===== src/hdl/sbtc_pkg.sv =====
// shared constants for the sixteen bit timer counter
package sbtc_pkg;
	localparam int COUNT_W = 16;
	localparam logic [15:0] COUNT_RESET = 16'h0000;
	localparam logic [15:0] COUNT_ALL_ONES = 16'hffff;
	localparam logic [1:0] CS_INSTR = 2'h0;
	localparam logic [1:0] CS_SYSTEM = 2'h1;
	localparam logic [1:0] CS_EXTERNAL = 2'h2;
	localparam logic [1:0] CS_RESERVED = 2'h3;
	localparam logic [1:0] INSTR_DIV_LAST = 2'h3;
	localparam int PRESCALE_W = 3;
	localparam logic [2:0] PRESCALE_RESET = 3'h0;
	typedef enum logic [2:0] {
		SBTC_ARM_IDLE = 3'b001,
		SBTC_ARM_WAIT_LOW = 3'b010,
		SBTC_ARM_READY = 3'b100
	} sbtc_arm_t;
endpackage : sbtc_pkg


===== src/hdl/sbtc_sync.sv =====
// two flip-flop level synchroniser
`timescale 1ns/1ns
module sbtc_sync #(
	parameter int WIDTH = 1
) (
	input  wire logic             i_clk,
	input  wire logic             i_reset,
	input  wire logic [WIDTH-1:0] i_async,
	output logic      [WIDTH-1:0] o_sync
);
	logic [WIDTH-1:0] stage1;
	logic [WIDTH-1:0] next_stage1;
	logic [WIDTH-1:0] next_sync;

	initial begin
		if (WIDTH < 1) $error("sbtc_sync width must be at least one");
	end

	// first stage feeds only the second stage
	always_comb begin
		next_stage1 = i_async;
		next_sync = stage1;
	end

	always_ff @(posedge i_clk) begin
		if (i_reset) begin
			stage1 <= '0;
			o_sync <= '0;
		end else begin
			stage1 <= next_stage1;
			o_sync <= next_sync;
		end
	end
endmodule : sbtc_sync


===== src/hdl/sbtc_timer.sv =====
// sixteen bit timer counter with prescaler, gate and overflow flag
//
// Functional notes
// - 16-bit up counter, high and low byte writes update it at once
// - instruction clock source advances once per instruction cycle via prescaler
// - external source counts rising pin edges, synchronised or asynchronous
// - run 0 means off; run 1 gate-enable 0 always counts; both 1 gated
// - select 00 instruction, 01 system, 10 pin or oscillator, 11 reserved
// - system clock source counts four per instruction cycle
// - prescale field divides chosen clock by 1, 2, 4 or 8
// - prescale counter hidden, cleared on any counter byte write
// - counter mode needs a falling edge before first counted rising edge
// - oscillator enable starts crystal oscillator, kept running in sleep
// - overflow may wake processor only in asynchronous external mode
// - running count is the capture compare time base
// - counter wraps all-ones to zero and sets sticky overflow flag
// - gated counting only while gate level equals gate polarity
// - sync disable lets the external clock count in sleep; the pin still passes the synchroniser
`timescale 1ns/1ns
module sbtc_timer #(
	parameter int COUNT_WIDTH = 16
) (
	input  wire logic        i_clk,
	input  wire logic        i_reset,
	input  wire logic        i_run_bit,
	input  wire logic        i_gate_enable_bit,
	input  wire logic        i_gate_polarity_bit,
	input  wire logic [1:0]  i_clock_select_field,
	input  wire logic        i_oscillator_enable_bit,
	input  wire logic [1:0]  i_prescale_field,
	input  wire logic        i_sync_disable_bit,
	input  wire logic        i_sleep,
	input  wire logic        i_count_high_byte_we,
	input  wire logic        i_count_low_byte_we,
	input  wire logic [7:0]  i_write_data,
	input  wire logic        i_overflow_clear,
	input  wire logic        i_external_clock_pin,
	input  wire logic        i_crystal_input_pin,
	input  wire logic        i_gate_pin,
	output logic             o_crystal_output_pin,
	output logic [7:0]       o_count_high_byte,
	output logic [7:0]       o_count_low_byte,
	output logic [15:0]      o_time_base,
	output logic             o_overflow_flag,
	output logic             o_wake,
	output logic             o_oscillator_running
);
	initial begin
		if (COUNT_WIDTH != sbtc_pkg::COUNT_W) $error("count width must be sixteen");
	end

	logic [15:0] count;
	logic [15:0] next_count;
	logic [2:0]  prescale;
	logic [2:0]  next_prescale;
	logic [1:0]  instr_div;
	logic [1:0]  next_instr_div;
	logic        overflow_flag;
	logic        next_overflow_flag;
	logic        wake;
	logic        next_wake;
	logic        src_prev;
	logic        next_src_prev;
	logic        pre_prev;
	logic        next_pre_prev;
	sbtc_pkg::sbtc_arm_t arm;
	sbtc_pkg::sbtc_arm_t next_arm;
	logic        pin_sync;
	logic        xtal_sync;
	logic        gate_sync;
	logic        osc_run;
	logic        next_osc_run;

	// prescaler tap: bit n of counter is division 2^(n+1)
	function automatic logic prescale_tap(input logic [2:0] p, input logic [1:0] sel);
		logic r;
		r = 1'b0;
		case (sel)
			2'h1: r = p[0];
			2'h2: r = p[1];
			2'h3: r = p[2];
			default: r = 1'b0;
		endcase
		return r;
	endfunction : prescale_tap

	// pins cross into the system clock domain before any logic reads them
	sbtc_sync #(.WIDTH(3)) u_pin_sync (
		.i_clk   (i_clk),
		.i_reset (i_reset),
		.i_async ({i_external_clock_pin, i_crystal_input_pin, i_gate_pin}),
		.o_sync  ({pin_sync, xtal_sync, gate_sync})
	);

	logic ext_sel;
	logic ext_level;
	logic counter_mode;
	logic gate_ok;
	logic enabled;
	logic any_write;
	logic raw_tick;
	logic count_tick;
	logic tap;

	// source selection and enable decode
	always_comb begin
		ext_sel = (i_clock_select_field == sbtc_pkg::CS_EXTERNAL);
		ext_level = i_oscillator_enable_bit ? xtal_sync : pin_sync;
		counter_mode = ext_sel;
		gate_ok = !i_gate_enable_bit || (gate_sync == i_gate_polarity_bit);
		enabled = i_run_bit && gate_ok;
		any_write = i_count_high_byte_we || i_count_low_byte_we;
		// async mode is modelled through the same sync path; only sleep counting and overflow wake differ
		case (i_clock_select_field)
			sbtc_pkg::CS_INSTR: raw_tick = (instr_div == sbtc_pkg::INSTR_DIV_LAST);
			sbtc_pkg::CS_SYSTEM: raw_tick = 1'b1;
			sbtc_pkg::CS_EXTERNAL: raw_tick = ext_level && !src_prev
				&& (arm == sbtc_pkg::SBTC_ARM_READY);
			default: raw_tick = 1'b0; // reserved selection never counts
		endcase
		if (i_sleep && !(ext_sel && i_sync_disable_bit)) begin
			raw_tick = 1'b0;
		end
	end

	// prescaler: count raw ticks, pass a tick on the chosen tap's rising edge
	always_comb begin
		next_prescale = prescale;
		if (enabled && raw_tick) next_prescale = prescale + 3'h1;
		if (any_write) next_prescale = sbtc_pkg::PRESCALE_RESET;
		tap = prescale_tap(next_prescale, i_prescale_field);
		if (i_prescale_field == 2'h0) begin
			count_tick = enabled && raw_tick && !any_write;
		end else begin
			// tied to a real source tick so a prescale field change cannot fake an edge
			count_tick = enabled && raw_tick && tap && !pre_prev && !any_write;
		end
		next_pre_prev = tap;
		next_instr_div = instr_div + 2'h1;
		next_src_prev = ext_level;
	end

	// falling edge arming for counter mode
	always_comb begin
		next_arm = arm;
		case (arm)
			sbtc_pkg::SBTC_ARM_IDLE:
				if (i_run_bit && counter_mode) next_arm = sbtc_pkg::SBTC_ARM_WAIT_LOW;
			sbtc_pkg::SBTC_ARM_WAIT_LOW:
				if (src_prev && !ext_level) next_arm = sbtc_pkg::SBTC_ARM_READY;
			sbtc_pkg::SBTC_ARM_READY: ;
			default: next_arm = sbtc_pkg::SBTC_ARM_IDLE;
		endcase
		if (!i_run_bit || !counter_mode || any_write) begin
			next_arm = sbtc_pkg::SBTC_ARM_IDLE;
		end
	end

	// counter, overflow flag and wake
	always_comb begin
		next_count = count;
		next_overflow_flag = overflow_flag;
		next_wake = 1'b0;
		if (i_overflow_clear) next_overflow_flag = 1'b0;
		if (count_tick) begin
			next_count = count + 16'h0001;
			if (count == sbtc_pkg::COUNT_ALL_ONES) begin
				next_overflow_flag = 1'b1;
				next_wake = ext_sel && i_sync_disable_bit;
			end
		end
		if (i_count_high_byte_we) next_count[15:8] = i_write_data;
		if (i_count_low_byte_we) next_count[7:0] = i_write_data;
		next_osc_run = i_oscillator_enable_bit;
	end

	always_ff @(posedge i_clk) begin
		if (i_reset) begin
			count <= sbtc_pkg::COUNT_RESET;
			prescale <= sbtc_pkg::PRESCALE_RESET;
			instr_div <= 2'h0;
			overflow_flag <= 1'b0;
			wake <= 1'b0;
			src_prev <= 1'b0;
			pre_prev <= 1'b0;
			arm <= sbtc_pkg::SBTC_ARM_IDLE;
			osc_run <= 1'b0;
		end else begin
			count <= next_count;
			prescale <= next_prescale;
			instr_div <= next_instr_div;
			overflow_flag <= next_overflow_flag;
			wake <= next_wake;
			src_prev <= next_src_prev;
			pre_prev <= next_pre_prev;
			arm <= next_arm;
			osc_run <= next_osc_run;
		end
	end

	// outputs; crystal drive is the inverted synchronised input while the registered enable is set
	assign o_count_high_byte = count[15:8];
	assign o_count_low_byte = count[7:0];
	assign o_time_base = count;
	assign o_overflow_flag = overflow_flag;
	assign o_wake = wake;
	assign o_oscillator_running = osc_run;
	assign o_crystal_output_pin = osc_run & ~xtal_sync;
endmodule : sbtc_timer


===== config.mk =====
export PLATFORM = sky130hd
export DESIGN_NAME = sbtc_timer
export DESIGN_NICKNAME = d
export VERILOG_FILES = /design/src/hdl/sbtc_pkg.sv /design/src/hdl/sbtc_sync.sv /design/src/hdl/sbtc_timer.sv
export SDC_FILE = /design/constraint.sdc
export NUM_CORES = 1
export LEC_CHECK = 0
export BUFFER_PORTS_ARGS = -buffer_cell sky130_fd_sc_hd__buf_2
export CAP_MARGIN = 25
export CORE_MARGIN = 4
export CORE_UTILIZATION = 40
export CTS_CLUSTER_DIAMETER = 80
export DETAILED_ROUTE_END_ITERATION = 8
export GPL_ROUTABILITY_DRIVEN = 0
export PLACE_DENSITY = 0.68
export SLEW_MARGIN = 20
export SYNTH_ARGS = -nofsm -noshare
export SYNTH_HDL_FRONTEND = slang
export SYNTH_HIERARCHICAL = 1
export SYNTH_SLANG_ARGS = --single-unit

===== constraint.sdc =====
create_clock -name i_clk -period 3.1 [get_ports i_clk]
set_input_delay 0.155 -clock i_clk [delete_from_list [all_inputs] [get_ports i_clk]]
set_output_delay 0.155 -clock i_clk [all_outputs]
set_load 0.005 [all_outputs]

==> qor.yml <==
internal_power_mw: 0.789
yosys-top-cells-area: "dfxtp_1 (36%), buf_4 (6.2%), o21a_1 (4.3%), o31a_1 (4.1%), nor2_1 (3.5%)"
yosysSeqAreaShare: 0.362
synthDistinctLibCells: 44
start_util: 0.413
antenna_found_initial: 0
clock_path_buffers: 2
clkSinkCount: 35
yosys_warnings: 6
grt_pass1_wl_um: 7710
crit_arrival_ns: 3.14
fin_crit_ns: 2.96
swShare: 0.264
clkTransAtPathRegs_ns: 0.08
synth.largest_area_cell: "dfxtp_1"
groute.usage.overall: 0.158
portBuffers: 61
async_flop_share: 0
cts_tree: "done"
leakagePower_nw: 1.02
wire_per_inst_um: 14.1
slew_viol_final: 0
ant_nets: 0
fin_worst_skew_ns: 0.00586
power.share.clock: 0.401
setup_viol: 0
yosys.area.top_type_share: 0.362
ios: 62
n_antenna_cell: 0
drtIter0Drc: 106
slew_headroom: 0.595
grt_overflow: 0
power_frac_seq: 0.463
holdBufCountCts: 0
finalCritPeriodShare: 0.955
rsz0062_at_grt: "yes"
clock.fmax_ghz: 0.338
die_area_um2: 6020
synthCells: 225
vias_per_cell: 5.43
required_ns: 3.28
yosys_register_bits: 35
yosys_most_used_dff: "dfxtp_1"
path_class: "register to register"
coreArea_um2: 4690
fin_nets: 308
synthTopCellsByCount: "dfxtp_1 (35), nor2_1 (18), buf_4 (16), nand2_1 (16), inv_1 (12)"
htree_levels: 2
via_count: 1812
drc: 0
grt_max_degree: 31
avgSynthCellArea_um2: 8.61
pwr-share-comb: 0.136
firstDrtPassIters: 4
rows: 25
synthesis.area_um2: 1940
status: "completed"
drive_gt1_frac: 0.318
numCtsBuffers: 5
place.detailed.hpwl_um: 3360
grt_pass1_vias: 1672
root_buffer: "clkbuf_8"
final-hold-violation-count: 0
synth_enable_flop_cells: 0
cp-end-kind: "register"
power.switching_mw: 0.283
die_h_um: 77.6
crit_fanout: 5
wl_um: 4710
irDropWorstVdd_v: 0.000201
yosysMostFrequentCell: "dfxtp_1"
critPathLaunchType: "register"
dp_slack_ns: 0.0941
clock_latency_ns: 0.29
synth_fp_nets: 254
finish.utilization: 0.506
die_x_um: 77.6
setup_ws_ns: 0.139
maxCapViolations: 0
worstHoldPathType: "input port to register"
tightest_slew_ns: 0.607
syn2layout_area_growth_pct: 22.5
powerDensity_nw_per_um2: 452
[worst max-delay path: stages, from the launching register on]
cell and delay (ns):
dfxtp_1 0.31, or4b_1 0.51, o32a_1 0.39, buf_4 0.16, o21a_1 0.19, o31ai_1 0.24
buf_4 0.17, a211oi_4 0.06, buf_4 0.17, o2111ai_2 0.29, nor3_1 0.09, o31a_1 0.28
[through the flow]
| step | area (um2) | TNS [ns] | power [mW] | hold WS [ns] | instances |
|---|---|---|---|---|---|
| final | 2370 | 0 | 1.07 | 0.0658 | 334 |
| after floorplan | 1940 | 0 | 0.598 | 0.227 | 225 |
| after CTS | 2350 | 0 | 1.08 | 0.0586 | 332 |
| after global routing | 2370 | -0.0548 | 1.12 | 0.0713 | 334 |
| after detailed placement | 2230 | 0 | 0.648 | 0.370 | 324 |
| after global placement | 2230 | 0 | 0.646 | 0.364 | 324 |
[sequential cells by signal (all words and copies together) (netlist names)]
register / cells
u_pin_sync/next_sync: 3
o_wake: 1
instr_div: 2
o_time_base: 16
o_oscillator_running: 1
u_pin_sync/o_sync: 3
src_prev: 1
o_overflow_flag: 1
prescale: 3
pre_prev: 1
arm: 3
[metal layers]
layer	up-vias	global-route usage	part of all wire
li1	903	-	-
met5	-	0	0
met4	0	0.0498	0.012
met1	857	0.202	0.46
met3	6	0.0348	0.051
met2	46	0.261	0.47
[area by class of cell]
class / count / area, um2
tap: 54 / 67.6
multi-input combinational: 154 / 1050
clock inverter: 3 / 47.5
inverter: 12 / 45.0
clock buffer: 5 / 68.8
fill: 461 / 2320
timing repair buffer: 71 / 393
sequential: 35 / 701
[path summary, 6_finish.rpt]
| kind | from | to | slack [ns] | cells past startpoint |
|---|---|---|---|---|
| worst max register to register | arm[0] | o_time_base[14] | 0.14 | 11 |
| worst min register to register | instr_div[0] | instr_div[0] | 0.42 | 1 |
| worst max-delay path | arm[0] | o_time_base[14] | 0.14 | 11 |
| worst min-delay path | i_gate_pin | u_pin_sync/next_sync[0] | 0.07 | 2 |
[power groups by stage]
stage,clock network [mW],registers (mW),logic (mW)
final,0.430,0.496,0.146
after global routing,0.458,0.501,0.163
after CTS,0.438,0.496,0.143
after detailed placement,0,0.506,0.142
after global placement,0,0.506,0.140
after floorplan,0,0.504,0.0941
[cell families (layout without fill, tap and decap cells)]
| group | after synthesis | after routing | share of synthesized area |
|---|---|---|---|
| flip-flops | 35 | 35 | 0.362 |
| multiplexers | 3 | 3 | 0.0161 |
| AND/OR/NAND/NOR | 86 | 86 | 0.237 |
| XOR/XNOR | 7 | 7 | 0.0317 |
| buffers and inverters | 36 | 91 | 0.102 |
| AO/OA/AOI/OAI | 55 | 55 | 0.232 |
| adder cells (fa/ha/maj) | 3 | 3 | 0.0194 |
[layout by cell type, fill, tap and decap left out, drive strengths merged, types with 4 or more instances in the layout]
| cell type | n |
|---|---|
| a2111oi | 6 |
| a211oi | 4 |
| a21oi | 11 |
| buf | 71 |
| clkbuf | 5 |
| dfxtp | 35 |
| inv | 13 |
| nand2 | 16 |
| nand2b | 4 |
| nand3 | 6 |
| nor2 | 18 |
| nor2b | 10 |
| nor3 | 7 |
| nor4 | 5 |
| nor4b | 5 |
| o21a | 11 |
| o31a | 9 |
| or3 | 4 |
| xor2 | 4 |
[timing repair]
item | in CTS | in global routing
setup buffers | 0 | 2
setup endpoints to repair | 0 | 7
resized for setup | 0 | 2
Power figures use the tool's default switching activity.
